### src/tsic_pkg.sv
// package for the three source interrupt control block
package tsic_pkg;
	// apb register byte offsets
	localparam logic [7:0] TSIC_CTRL_OFS   = 8'h00;   // irq_control_reg
	localparam logic [7:0] TSIC_STAT_OFS   = 8'h04;   // sticky event status, clear on read
	localparam logic [7:0] TSIC_MASK_OFS   = 8'h08;   // status interrupt mask
	localparam logic [7:0] TSIC_SP_OFS     = 8'h0C;   // stack depth, read only
	// irq_control_reg field positions
	localparam int TSIC_GIE_BIT  = 0;                 // global_irq_enable
	localparam int TSIC_EEN_BIT  = 1;                 // ext_irq_enable
	localparam int TSIC_TEN_BIT  = 2;                 // timer_irq_enable
	localparam int TSIC_CEN_BIT  = 3;                 // conv_irq_enable
	localparam int TSIC_EFL_BIT  = 4;                 // ext_irq_flag
	localparam int TSIC_TFL_BIT  = 5;                 // timer_irq_flag
	localparam int TSIC_CFL_BIT  = 6;                 // conv_irq_flag
	// reset values
	localparam logic [6:0] TSIC_CTRL_RST = 7'h00;
	localparam logic [2:0] TSIC_MASK_RST = 3'h0;
	// fixed vectors, low to high priority index: ext, timer, conv
	localparam logic [11:0] TSIC_VEC_EXT   = 12'h004;
	localparam logic [11:0] TSIC_VEC_TMR   = 12'h008;
	localparam logic [11:0] TSIC_VEC_CONV  = 12'h00C;
	localparam int TSIC_STACK_DEPTH = 6;
	localparam int TSIC_PC_W        = 12;

	// core handshake towards the program counter and return stack
	typedef struct packed {
		logic        take;    // one-cycle pulse: push and jump
		logic [11:0] vector;  // address to load
	} tsic_accept_s;

	// sticky status event set
	typedef struct packed {
		logic conv;
		logic tmr;
		logic ext;
	} tsic_evt_s;

	typedef enum logic [1:0]
	{
		TSIC_SRC_EXT  = 2'b00,
		TSIC_SRC_TMR  = 2'b01,
		TSIC_SRC_CONV = 2'b10,
		TSIC_SRC_NONE = 2'b11
	} tsic_src_e;
endpackage : tsic_pkg

### src/tsic_prio.sv
// fixed priority pick of pending sources
`timescale 1ns/10ps
module tsic_prio
	import tsic_pkg::*;
(
	input  wire logic [2:0]  req,     // enabled and pending, bit0 ext
	output tsic_src_e         src,     // winning source
	output logic [11:0]       vector   // its vector
);
	// external first, then timer, then conversion
	assign src    = req[0] ? TSIC_SRC_EXT : req[1] ? TSIC_SRC_TMR :
	                req[2] ? TSIC_SRC_CONV : TSIC_SRC_NONE;
	assign vector = req[0] ? TSIC_VEC_EXT : req[1] ? TSIC_VEC_TMR : TSIC_VEC_CONV;
endmodule : tsic_prio

### src/tsic_stack.sv
// return stack depth tracker: counts pushes and pops
`timescale 1ns/10ps
module tsic_stack
	import tsic_pkg::*;
#(
	parameter int DEPTH = TSIC_STACK_DEPTH
)
(
	input  wire logic       pclk,
	input  wire logic       presetn,
	input  wire logic       push,     // interrupt or call entry
	input  wire logic       pop,      // return
	output logic [3:0]      level,    // entries in use
	output logic            full      // no room for another push
);
	logic [3:0] level_reg;   // current depth
	logic [3:0] level_next;
	// saturating up/down; a simultaneous push and pop leaves the depth alone
	assign level_next = (push && !pop && level_reg != 4'(DEPTH)) ? level_reg + 4'h1 :
	                    (pop && !push && level_reg != 4'h0) ? level_reg - 4'h1 : level_reg;
	assign level = level_reg;
	assign full  = (level_reg == 4'(DEPTH));
	// depth register
	always_ff @(posedge pclk or negedge presetn)
	begin
		if (!presetn)
			level_reg <= 4'h0;
		else
			level_reg <= level_next;
	end
endmodule : tsic_stack

### src/tsic_top.sv
// three source interrupt control with apb registers
// Functional notes
// - three sources: external pin, timer, conversion
// - enables and flags share one control register
// - events set their own request flag
// - global enable clear blocks all service
// - accept: push return address, jump vector
// - return pops saved program counter
// - service clears global enable automatically
// - flags still latch while globally blocked
// - full stack holds off acknowledgement
// - vectors 04h, 08h, 0ch fixed
// - priority external, timer, conversion
// - external flag on falling edge only
// - service clears serviced source flag
//
// register map, one aligned 32-bit word each, unused bits read zero:
//   control  - bit0 global enable, bits1..3 source enables (ext, timer, conv),
//              bits4..6 request flags in the same order; software can only
//              clear a flag (write 0), never set one
//   status   - sticky copy of the three events, cleared by the read that
//              returned them; an event in the same cycle survives the clear
//   mask     - selects which status bits drive the irq summary output
//   depth    - return stack entries in use, read only
//
// limitations and trade-offs:
//   the apb answer is one registered cycle after setup, so read data is
//   captured at the setup edge; the status clear therefore removes only the
//   bits that were actually returned, never a bit that arrived afterwards
//   acceptance is refused in the cycle after a take, so the core always sees
//   a single-cycle push request and the cleared global enable has settled
//   ordinary calls count towards the stack depth too, because a full stack
//   must hold off interrupts whatever filled it
//
`timescale 1ns/10ps
module tsic_top
	import tsic_pkg::*;
(
	input  wire logic        pclk,
	input  wire logic        presetn,
	// apb slave
	input  wire logic        psel,
	input  wire logic        penable,
	input  wire logic        pwrite,
	input  wire logic [7:0]  paddr,
	input  wire logic [31:0] pwdata,
	output logic [31:0]      prdata,
	output logic             pready,
	output logic             pslverr,
	// event sources
	input  wire logic        ext_irq_n,     // external request pin, active low
	input  wire logic        timer_ovf,     // one-cycle overflow pulse
	input  wire logic        conv_done,     // one-cycle end of conversion pulse
	// core side
	input  wire logic        core_ready,    // core at an instruction boundary
	input  wire logic        core_reti,     // return-from-interrupt executed
	input  wire logic        core_call,     // ordinary call pushes too
	output tsic_accept_s      accept,       // push and jump request
	output logic             ret_pop,       // pop saved pc
	output logic             irq            // masked status summary
);
	logic [6:0] ctrl_reg;    // irq_control_reg
	logic [6:0] ctrl_next;
	logic [2:0] stat_reg;    // sticky event status
	logic [2:0] stat_next;
	logic [2:0] mask_reg;    // status interrupt mask
	logic       pin_d_reg;   // previous external pin level
	tsic_accept_s accept_reg;
	logic       pop_reg;
	logic       irq_reg;
	logic [31:0] rdata_reg;
	logic       ready_reg;
	logic       err_reg;

	// apb decode
	wire setup_ph  = psel && !penable;
	wire wr_ctrl   = psel && penable && pready && pwrite && paddr == TSIC_CTRL_OFS;
	wire wr_mask   = psel && penable && pready && pwrite && paddr == TSIC_MASK_OFS;
	wire rd_stat   = psel && penable && pready && !pwrite && paddr == TSIC_STAT_OFS;
	wire addr_ok   = paddr == TSIC_CTRL_OFS || paddr == TSIC_STAT_OFS ||
	                 paddr == TSIC_MASK_OFS || paddr == TSIC_SP_OFS;

	// source events
	wire ext_fall  = pin_d_reg && !ext_irq_n;
	wire [2:0] evt = {conv_done, timer_ovf, ext_fall};

	// stack depth
	logic [3:0] sp_level;
	logic       sp_full;
	wire  take;
	tsic_stack #(.DEPTH(TSIC_STACK_DEPTH)) u_stack
	(
		.pclk    (pclk),
		.presetn (presetn),
		.push    (take || core_call),
		.pop     (core_reti),
		.level   (sp_level),
		.full    (sp_full)
	);

	// pending = enabled and flagged
	wire [2:0] pend = ctrl_reg[6:4] & ctrl_reg[3:1];
	tsic_src_e  win_src;
	logic [11:0] win_vec;
	tsic_prio u_prio
	(
		.req    (pend),
		.src    (win_src),
		.vector (win_vec)
	);
	// acceptance: global enable, a winner, room on stack, core at boundary
	assign take = ctrl_reg[TSIC_GIE_BIT] && win_src != TSIC_SRC_NONE
	              && !sp_full && core_ready && !accept_reg.take;
	// one-hot clear of the serviced flag
	wire [2:0] svc_clr = take ? (3'b001 << win_src) : 3'b000;

	// control next value: software write, then hardware clears, then event sets
	always_comb
	begin
		ctrl_next = ctrl_reg;
		if (wr_ctrl)
		begin
			ctrl_next[3:0] = pwdata[3:0];
			ctrl_next[6:4] = ctrl_reg[6:4] & pwdata[6:4];          // flags clear only
		end
		if (take)
		begin
			ctrl_next[TSIC_GIE_BIT] = 1'b0;
			ctrl_next[6:4] = ctrl_next[6:4] & ~svc_clr;
		end
		ctrl_next[6:4] = ctrl_next[6:4] | evt;
	end

	// status: clear on read, but a fresh event wins; only the bits that the
	// read returned are cleared, so an event landing after the setup-edge
	// capture of read data is kept for the next read instead of being lost
	assign stat_next = (rd_stat ? (stat_reg & ~rdata_reg[2:0]) : stat_reg) | evt;

	// control and status registers
	always_ff @(posedge pclk or negedge presetn)
	begin
		if (!presetn)
		begin
			ctrl_reg  <= TSIC_CTRL_RST;
			stat_reg  <= 3'h0;
			mask_reg  <= TSIC_MASK_RST;
			pin_d_reg <= 1'b1;
		end
		else
		begin
			ctrl_reg  <= ctrl_next;
			stat_reg  <= stat_next;
			pin_d_reg <= ext_irq_n;
			if (wr_mask)
				mask_reg <= pwdata[2:0];
		end
	end

	// core handshake outputs
	always_ff @(posedge pclk or negedge presetn)
	begin
		if (!presetn)
		begin
			accept_reg <= '0;
			pop_reg    <= 1'b0;
			irq_reg    <= 1'b0;
		end
		else
		begin
			accept_reg.take   <= take;
			accept_reg.vector <= take ? win_vec : accept_reg.vector;
			pop_reg           <= core_reti;
			irq_reg           <= |(stat_next & mask_reg);
		end
	end

	// read mux
	wire [31:0] rd_mux = (paddr == TSIC_CTRL_OFS) ? {25'h0, ctrl_reg} :
	                     (paddr == TSIC_STAT_OFS) ? {29'h0, stat_reg} :
	                     (paddr == TSIC_MASK_OFS) ? {29'h0, mask_reg} :
	                     (paddr == TSIC_SP_OFS)   ? {28'h0, sp_level} : 32'h0000_0000;

	// apb answer: no wait state, ready in first access cycle
	always_ff @(posedge pclk or negedge presetn)
	begin
		if (!presetn)
		begin
			rdata_reg <= 32'h0000_0000;
			ready_reg <= 1'b0;
			err_reg   <= 1'b0;
		end
		else
		begin
			ready_reg <= setup_ph;
			err_reg   <= setup_ph && !addr_ok;
			if (setup_ph && !pwrite)
				rdata_reg <= rd_mux;
		end
	end

	assign prdata  = rdata_reg;
	assign pready  = ready_reg;
	assign pslverr = err_reg;
	assign accept  = accept_reg;
	assign ret_pop = pop_reg;
	assign irq     = irq_reg;

	// assertions
	gie_block_a: assert property (@(posedge pclk) disable iff (!presetn)
		!ctrl_reg[TSIC_GIE_BIT] |=> !accept.take) else $error("accept while blocked");
	full_block_a: assert property (@(posedge pclk) disable iff (!presetn)
		sp_full |=> !accept.take) else $error("accept with full stack");
	gie_clear_a: assert property (@(posedge pclk) disable iff (!presetn)
		take && !wr_ctrl |=> !ctrl_reg[TSIC_GIE_BIT]) else $error("gie not cleared");
	ext_vec_a: assert property (@(posedge pclk) disable iff (!presetn)
		take && pend[0] |=> accept.vector == 12'h004) else $error("ext vector");
	tmr_vec_a: assert property (@(posedge pclk) disable iff (!presetn)
		take && pend == 3'b110 |=> accept.vector == 12'h008) else $error("tmr vector");
	fall_set_a: assert property (@(posedge pclk) disable iff (!presetn)
		$fell(ext_irq_n) |=> ctrl_reg[TSIC_EFL_BIT]) else $error("ext flag missed");
	flag_hold_a: assert property (@(posedge pclk) disable iff (!presetn)
		timer_ovf |=> ctrl_reg[TSIC_TFL_BIT]) else $error("timer flag missed");
	svc_clr_a: assert property (@(posedge pclk) disable iff (!presetn)
		take && win_src == TSIC_SRC_CONV && !conv_done |=> !ctrl_reg[TSIC_CFL_BIT])
		else $error("conv flag kept");
	pop_a: assert property (@(posedge pclk) disable iff (!presetn)
		core_reti |=> ret_pop) else $error("no pop");

	// a push request never lasts two cycles
	take_once_a: assert property (@(posedge pclk) disable iff (!presetn)
		accept.take |=> !accept.take) else $error("take held two cycles");

	// global enable already cleared when the core sees the request
	take_gie_a: assert property (@(posedge pclk) disable iff (!presetn)
		accept.take |-> !ctrl_reg[TSIC_GIE_BIT]) else $error("gie set at take");

	// conversion alone pending jumps to its own vector
	conv_vec_a: assert property (@(posedge pclk) disable iff (!presetn)
		take && pend == 3'b100 |=> accept.vector == 12'h00C) else $error("conv vector");

	// serviced external flag cleared unless a new edge arrives
	ext_clr_a: assert property (@(posedge pclk) disable iff (!presetn)
		take && win_src == TSIC_SRC_EXT && !ext_fall |=> !ctrl_reg[TSIC_EFL_BIT])
		else $error("ext flag kept");

	// serviced timer flag cleared unless a new overflow arrives
	tmr_clr_a: assert property (@(posedge pclk) disable iff (!presetn)
		take && win_src == TSIC_SRC_TMR && !timer_ovf |=> !ctrl_reg[TSIC_TFL_BIT])
		else $error("timer flag kept");

	// end of conversion always raises its flag
	conv_set_a: assert property (@(posedge pclk) disable iff (!presetn)
		conv_done |=> ctrl_reg[TSIC_CFL_BIT]) else $error("conv flag missed");

	// status copy of an overflow survives a same-cycle read
	stat_set_a: assert property (@(posedge pclk) disable iff (!presetn)
		timer_ovf |=> stat_reg[1]) else $error("status event lost");

	// apb answer is a single-cycle pulse
	ready_pulse_a: assert property (@(posedge pclk) disable iff (!presetn)
		pready |=> !pready) else $error("pready held");

	// error only comes with the answer
	err_ready_a: assert property (@(posedge pclk) disable iff (!presetn)
		pslverr |-> pready) else $error("pslverr without pready");

	// irq only while some status bit is set
	irq_src_a: assert property (@(posedge pclk) disable iff (!presetn)
		irq |-> |stat_reg) else $error("irq without status");

	// software write sets enables and global enable directly
	sw_write_a: assert property (@(posedge pclk) disable iff (!presetn)
		wr_ctrl && !take |=> ctrl_reg[3:0] == $past(pwdata[3:0]))
		else $error("enable write lost");

	// external flag rises only on a pin edge, never by software
	flag_src_a: assert property (@(posedge pclk) disable iff (!presetn)
		!ext_fall |=> !$rose(ctrl_reg[TSIC_EFL_BIT])) else $error("ext flag without edge");

	// no push while the core is between instructions
	core_wait_a: assert property (@(posedge pclk) disable iff (!presetn)
		!core_ready |=> !accept.take) else $error("take off boundary");

	// a pop request always follows a return
	pop_src_a: assert property (@(posedge pclk) disable iff (!presetn)
		ret_pop |-> $past(core_reti)) else $error("pop without return");

	// acceptance decision itself refuses a full stack
	full_take_a: assert property (@(posedge pclk) disable iff (!presetn)
		sp_full |-> !take) else $error("take with full stack");

	// mask register takes the written low bits
	mask_wr_a: assert property (@(posedge pclk) disable iff (!presetn)
		wr_mask |=> mask_reg == $past(pwdata[2:0])) else $error("mask write lost");

	// pending external request always wins the pick
	ext_pick_a: assert property (@(posedge pclk) disable iff (!presetn)
		take && pend[0] |-> win_src == TSIC_SRC_EXT) else $error("ext not first");
endmodule : tsic_top

### config.mk
export PLATFORM = sky130hd
export DESIGN_NAME = tsic_top
export DESIGN_NICKNAME = d
export VERILOG_FILES = /design/src/tsic_pkg.sv /design/src/tsic_prio.sv /design/src/tsic_stack.sv /design/src/tsic_top.sv
export SDC_FILE = /design/constraint.sdc
export NUM_CORES = 1
export LEC_CHECK = 0
export BUFFER_PORTS_ARGS = -buffer_cell sky130_fd_sc_hd__buf_2
export CAP_MARGIN = 10
export CORE_UTILIZATION = 44
export CTS_CLUSTER_SIZE = 24
export DETAILED_ROUTE_END_ITERATION = 16
export PLACE_DENSITY = 0.83
export SYNTH_ARGS = -nofsm -noshare
export SYNTH_HDL_FRONTEND = slang
export SYNTH_SLANG_ARGS = --single-unit
### constraint.sdc
create_clock -name pclk -period 2.7 [get_ports pclk]
set_input_delay 0.27 -clock pclk [delete_from_list [all_inputs] [get_ports pclk]]
set_output_delay 0.27 -clock pclk [all_outputs]
set_load 0.02 [all_outputs]
==> results.yml, run 1 <==
job:
  drv_cap: 0
cts:
  ctsResizeCount: 0
  cts_sinks: 32
  cts-root-buf: "clkbuf_8"
  cts_buffers: 5
  cts_setup_buffers: 0
  h-tree-depth: 2
  clock_latency_ps: 290
  cts_buffer_depth: 2
  clkTransAtPathRegs_ps: 70
  postCtsHoldBufs: 0
  tritoncts: "done"
sta:
  whs_ps: 21.6
  drv_slew: 0
  skew_ps: 6.03
  max_clock_freq_ghz: 0.418
  tns_ps: 0
  worst_slack_ps: 310
  slew_headroom_pct: 53.9
  layout_min_cycle_time_ps: 2390
  setup_viol: 0
  rsz0062_at_grt: "false"
  hold_viol_final: 0
  worst_pin_slew_ps: 692
  finalCritPeriodShare_pct: 88.5
die:
  die_h_um: 65.9
  die-area_sq_um: 4350
  die-width_um: 65.9
  start_util_pct: 47.4
  row_count: 22
  io_pins: 100
  core_area_sq_um: 3800
setup_path:
  critPathMaxFanout: 5
  end_kind: "flip-flop"
  cp_cell_sequence: "a222oi_1 -> nor2_1 -> o21a_1 -> inv_1 -> ha_1 -> a21o_1 -> a21oi_1 -> mux2i_1 -> xnor2_1"
  crit_required_ps: 2910
  critical_path_class: "reg -> reg"
  arrival_ps: 2600
  start_kind: "flip-flop"
  crit_path_max_incr_delay_ps: 490
  critPathSlowestCell: "a222oi_1"
placement:
  place_congestion: 0.818
  port_buffers: 39
  pre_cts_slack_ps: 318
  dpl.hpwl_um: 2610
synthesis:
  synth_edf_count: 0
  syn_avg_cell_area_sq_um: 10.5
  synth_cell_types: 40
  synth_seq_area_share_pct: 44.6
  async_reset_ff_share_pct: 100
  synthCells: 171
  synth_seq_cells: 32
  ys.flop_type: "dfrtp_1"
  syn-cell-area_sq_um: 1800
  ys_warn_count: 0
cells_and_area:
  drive_above_1_share_pct: 28.2
  fillers: 350
  num-nets-final: 269
  regArea_sq_um: 802
  syn_to_final_growth_pct: 11.7
  n_antenna_cell: 0
  multi_input_area_sq_um: 840
route:
  ant_nets: 0
  vias: 1268
  viasPerCell: 4.80
  drc: 0
  wl_per_cell_um: 12.5
  first_pass_iters: 4
  wl_um: 3310
  drt_iter0_drc: 76
grt:
  antenna_found_initial: 0
  overflow: 0
  grt_start_max_net_pins: 33
  grt_pass1_wl_um: 5260
  grt_pass1_vias: 1189
  track_usage_pct: 16.4
run_status:
  status: "complete, no violations"
pwr:
  power_mw: 1.25
  cellLeakagePower_nw: 1.02
  powerDensity_nw_per_um2: 620
  vdd_drop_max_v: 0.000385
hold_path:
  hold_path.class: "in -> async"
[logic make-up after synthesis]
family | after synthesis | synth area share [%]
and+or+nand+nor | 61 | 18.8
DFF | 32 | 44.6
other | 1 | 0.208
muxes | 13 | 10.3
AOI/OAI and AO/OA | 17 | 6.26
xor gates and xnor gates | 3 | 1.46
adders and majority gates | 3 | 2.50
buffers and inverters | 41 | 15.9
[synthesized netlist by cell type, drive strengths merged (2+ instances only)]
| library cell | count | area, sq um |
|---|---|---|
| nand2b | 6 | 37.5 |
| nand3b | 2 | 15.0 |
| nor3 | 2 | 20.0 |
| nor2 | 13 | 51.3 |
| nor4 | 3 | 18.8 |
| mux2i | 2 | 20.0 |
| mux2 | 8 | 97.6 |
| inv | 5 | 18.8 |
| mux4 | 3 | 67.6 |
| nand3 | 7 | 35.0 |
| ha | 2 | 25.0 |
| nor4b | 2 | 32.5 |
| nand2 | 20 | 75.1 |
| a21oi | 3 | 15.0 |
| xnor2 | 2 | 17.5 |
| a222oi | 2 | 20.0 |
| o21ai | 5 | 25.0 |
| buf | 35 | 263 |
| dfrtp | 31 | 776 |
| o211ai | 3 | 22.5 |
[metrics by stage]
stage	util, %	cells	cell area [sq um]
2_1_floorplan	-	205	1930
3_3_place_gp	50.4	256	1920
3_5_place_dp	50.4	256	1920
4_1_cts	52.9	264	2010
5_1_grt	52.9	264	2010
6_report	52.9	264	2010
[routing by layer]
| metal | GRT usage [%] | part of all wire, % |
|---|---|---|
| met5 | 0 | 0 |
| met4 | 6.38 | 1.4 |
| met3 | 4.66 | 5.7 |
| met2 | 26.9 | 50 |
| met1 | 20.4 | 43 |
[worst max-delay path, delay by kind of cell (launching register included)]
family          cells  cell delay, ps
fa+ha+maj           1             240
mux                 1             230
buf+inv             1             120
flops               1             430
simple gates        1             100
xor+xnor            1             130
compound gates      4            1040
[cells in the final DEF (no fill, tap or decap), drive strengths merged]
cell	netlist	layout
buf	35	39
conb	1	35
dfrtp	31	31
nand2	20	20
nor2	13	13
mux2	8	8
nand3	7	7
clkbuf	1	7
nand2b	6	6
inv	5	5
o21ai	5	5
a21oi	3	3
nor4	3	3
o211ai	3	3
mux4	3	3
a222oi	2	2
nand3b	2	2
nor3	2	2
mux2i	2	2
xnor2	2	2
ha	2	2
nor4b	2	2
nor4bb	1	1
o21a	1	1
or4	1	1
or3	1	1
nor3b	1	1
nand4	1	1
and3	1	1
a21o	1	1
a41oi	1	1
a31oi	1	1
xor2	1	1
fa	1	1
clkinvlp	0	1
dfstp	1	1
[where the power goes]
part	switching, mW	leakage, nW	internal (mW)
sequential	0.0614	0.399	0.517
combinational	0.143	0.575	0.140
clock	0.176	0.0445	0.207
total	0.381	1.02	0.864
[path summary, 6_finish.rpt]
| check | start | cells past startpoint | endpoint | slack (ps) |
|---|---|---|---|---|
| min in group pclk | ext_irq_n | 1 | pin_d_reg$_DFF_PN1_ | 90 |
| setup reg to reg | ctrl_reg[5]$_DFF_PN0_ | 9 | u_stack.level[3]$_DFFE_PN0P_ | 310 |
| hold reg to reg | prdata[5]$_DFFE_PN0P_ | 2 | prdata[5]$_DFFE_PN0P_ | 480 |
| hold / removal | presetn | 1 | ctrl_reg[6]$_DFF_PN0_ | 20 |
| max in group asynchronous | presetn | 1 | irq$_DFF_PN0_ | 2230 |
| setup / recovery | ctrl_reg[5]$_DFF_PN0_ | 9 | u_stack.level[3]$_DFFE_PN0P_ | 310 |
[area by class of cell]
cell class | instances | area share (%)
clock buffer | 7 | 4.30
clock inverter | 1 | 0.374
inverter | 5 | 0.934
multi-input combinational | 132 | 41.8
sequential | 32 | 39.9
tap | 48 | 2.99
timing repair buffer | 39 | 9.71
Power figures use the tool's default switching activity.
==> run 2, diff against run 1 <==
--- a/config.mk
+++ b/config.mk
@@ -11,6 +11,7 @@
 export CTS_CLUSTER_SIZE = 24
 export DETAILED_ROUTE_END_ITERATION = 16
 export PLACE_DENSITY = 0.83
+export REMOVE_ABC_BUFFERS = 1
 export SYNTH_ARGS = -nofsm -noshare
 export SYNTH_HDL_FRONTEND = slang
 export SYNTH_SLANG_ARGS = --single-unit
==> run 2 against run 1 <==
  * Worst setup slack improved by 7.8 ps
  * Register-to-register slack about the same
  * Clock skew decreased by 1.9 ps
  * Via count decreased by 1.0%
  * Hold slack improved by 7.2 ps
  * Sequential share of layout area about the same
  * Critical path type unchanged
  * Largest power group unchanged
==> results.yml, run 2 (synthesized netlist as in run 1, its figures left out) <==
run_status:
  status: "complete, no violations"
setup_path:
  critical_path_class: "reg -> reg"
  critPathMaxFanout: 5
  r2r_start: "ctrl_reg[5]$_DFF_PN0_"
  start_kind: "flip-flop"
  crit_required_ps: 2910
  end_kind: "flip-flop"
  arrival_ps: 2590
  r2r_end: "u_stack.level[3]$_DFFE_PN0P_"
  rr_worst_depth: 9
  reg2reg_setup_slack_ps: 320
sta:
  drv_slew: 0
  max_clock_freq_ghz: 0.420
  hold_viol_final: 0
  skew_ps: 4.18
  worst_pin_slew_ps: 685
  finalCritPeriodShare_pct: 88.2
  tns_ps: 0
  setup_viol: 0
  rsz0062_at_grt: "false"
  layout_min_cycle_time_ps: 2380
  slew_headroom_pct: 54.3
job:
  drv_cap: 0
placement:
  dpl.cell_count: 256
  place_congestion: 0.823
  port_buffers: 39
  dpl.hpwl_um: 2560
cells_and_area:
  final_cell_mix: "buf_2, conb_1, dfrtp_1, nand2_1, nor2_1"
  num-nets-final: 269
  drive_above_1_share_pct: 28.4
  syn_to_final_growth_pct: 11.8
  final_cells: 263
  n_antenna_cell: 0
  final_common_cell: "buf_2"
cts:
  postCtsHoldBufs: 0
  h-tree-depth: 2
  tritoncts: "done"
  clkTransAtPathRegs_ps: 60
  cts_buffer_depth: 2
  cts_buffers: 5
  cts_setup_buffers: 0
  clock_latency_ps: 280
  cts-root-buf: "clkbuf_8"
  ctsResizeCount: 0
  cts_sinks: 32
route:
  ant_nets: 0
  vias: 1255
  drc: 0
  first_pass_iters: 4
  viasPerCell: 4.77
  wl_per_cell_um: 12.3
  wl_um: 3230
  drt_iter0_drc: 63
die:
  row_count: 22
  die-width_um: 65.9
  core_area_sq_um: 3800
  io_pins: 100
  die-area_sq_um: 4350
  die_h_um: 65.9
  start_util_pct: 47.4
grt:
  track_usage_pct: 17.0
  overflow: 0
  grt_pass1_vias: 1109
  grt_pass1_wl_um: 5350
  grt_start_max_net_pins: 33
  antenna_found_initial: 0
pwr:
  cellLeakagePower_nw: 1.02
  vdd_drop_max_v: 0.000298
  powerDensity_nw_per_um2: 623
hold_path:
  hold_path.class: "in -> async"
## run 2: critical path, stage by stage (launching register included)
cell and delay [ps]:
dfrtp_1 430, a222oi_1 500, nor2_1 100, o21a_1 210
inv_1 120, ha_1 240, a21o_1 170, a21oi_1 170
mux2i_1 230, xnor2_1 130
## run 2: final cells by class
type | instances | area (sq um)
tap | 48 | 60.1
inverter | 5 | 18.8
multi-input combinational | 132 | 840
sequential | 32 | 802
fill | 371 | 1790
clock buffer | 7 | 96.3
timing repair buffer | 39 | 195
## run 2: layer usage
metal	vias up	global-route usage (%)	share of wire (%)	wire length [um]
met5	-	0	0	0
met4	0	5.59	1.5	48
met3	6	6.38	7.0	225
met2	55	25.8	46	1500
met1	580	22.1	45	1460
li1	614	-	-	-
## run 2: worst max-delay path by stage
| stage | end | slack (ps) | start |
|---|---|---|---|
| 3_5_place_dp | u_stack.level[3]$_DFFE_PN0P_ | 320 | ctrl_reg[5]$_DFF_PN0_ |
| 6_report | u_stack.level[3]$_DFFE_PN0P_ | 320 | ctrl_reg[5]$_DFF_PN0_ |
| 4_1_cts | u_stack.level[3]$_DFFE_PN0P_ | 290 | ctrl_reg[5]$_DFF_PN0_ |
| 3_3_place_gp | u_stack.level[3]$_DFFE_PN0P_ | 320 | ctrl_reg[5]$_DFF_PN0_ |
| 5_1_grt | u_stack.level[3]$_DFFE_PN0P_ | 120 | ctrl_reg[5]$_DFF_PN0_ |
| 2_1_floorplan | u_stack.level[3]$_DFFE_PN0P_ | 520 | ctrl_reg[5]$_DFF_PN0_ |
## run 2: report_power, final
| part | switching, mW | internal [mW] | total, mW |
|---|---|---|---|
| logic | 0.141 | 0.140 | 0.281 |
| clock network | 0.164 | 0.227 | 0.390 |
| registers | 0.0649 | 0.517 | 0.582 |
| total | 0.369 | 0.884 | 1.25 |
## run 2: per-stage QoR
| step | power [mW] | util [%] | instance area (sq um) | hold slack (ps) | worst slack [ps] |
|---|---|---|---|---|---|
| floorplan | 0.791 | - | 1660 | -25.6 | 523 |
| global placement | 0.860 | 50.4 | 1920 | 340 | 324 |
| detailed placement | 0.874 | 50.4 | 1920 | 347 | 316 |
| CTS | 1.27 | 53.0 | 2010 | 41.4 | 286 |
| global route | 1.33 | 53.0 | 2010 | 80.5 | 115 |
| finish | 1.25 | 53.0 | 2010 | 28.8 | 318 |
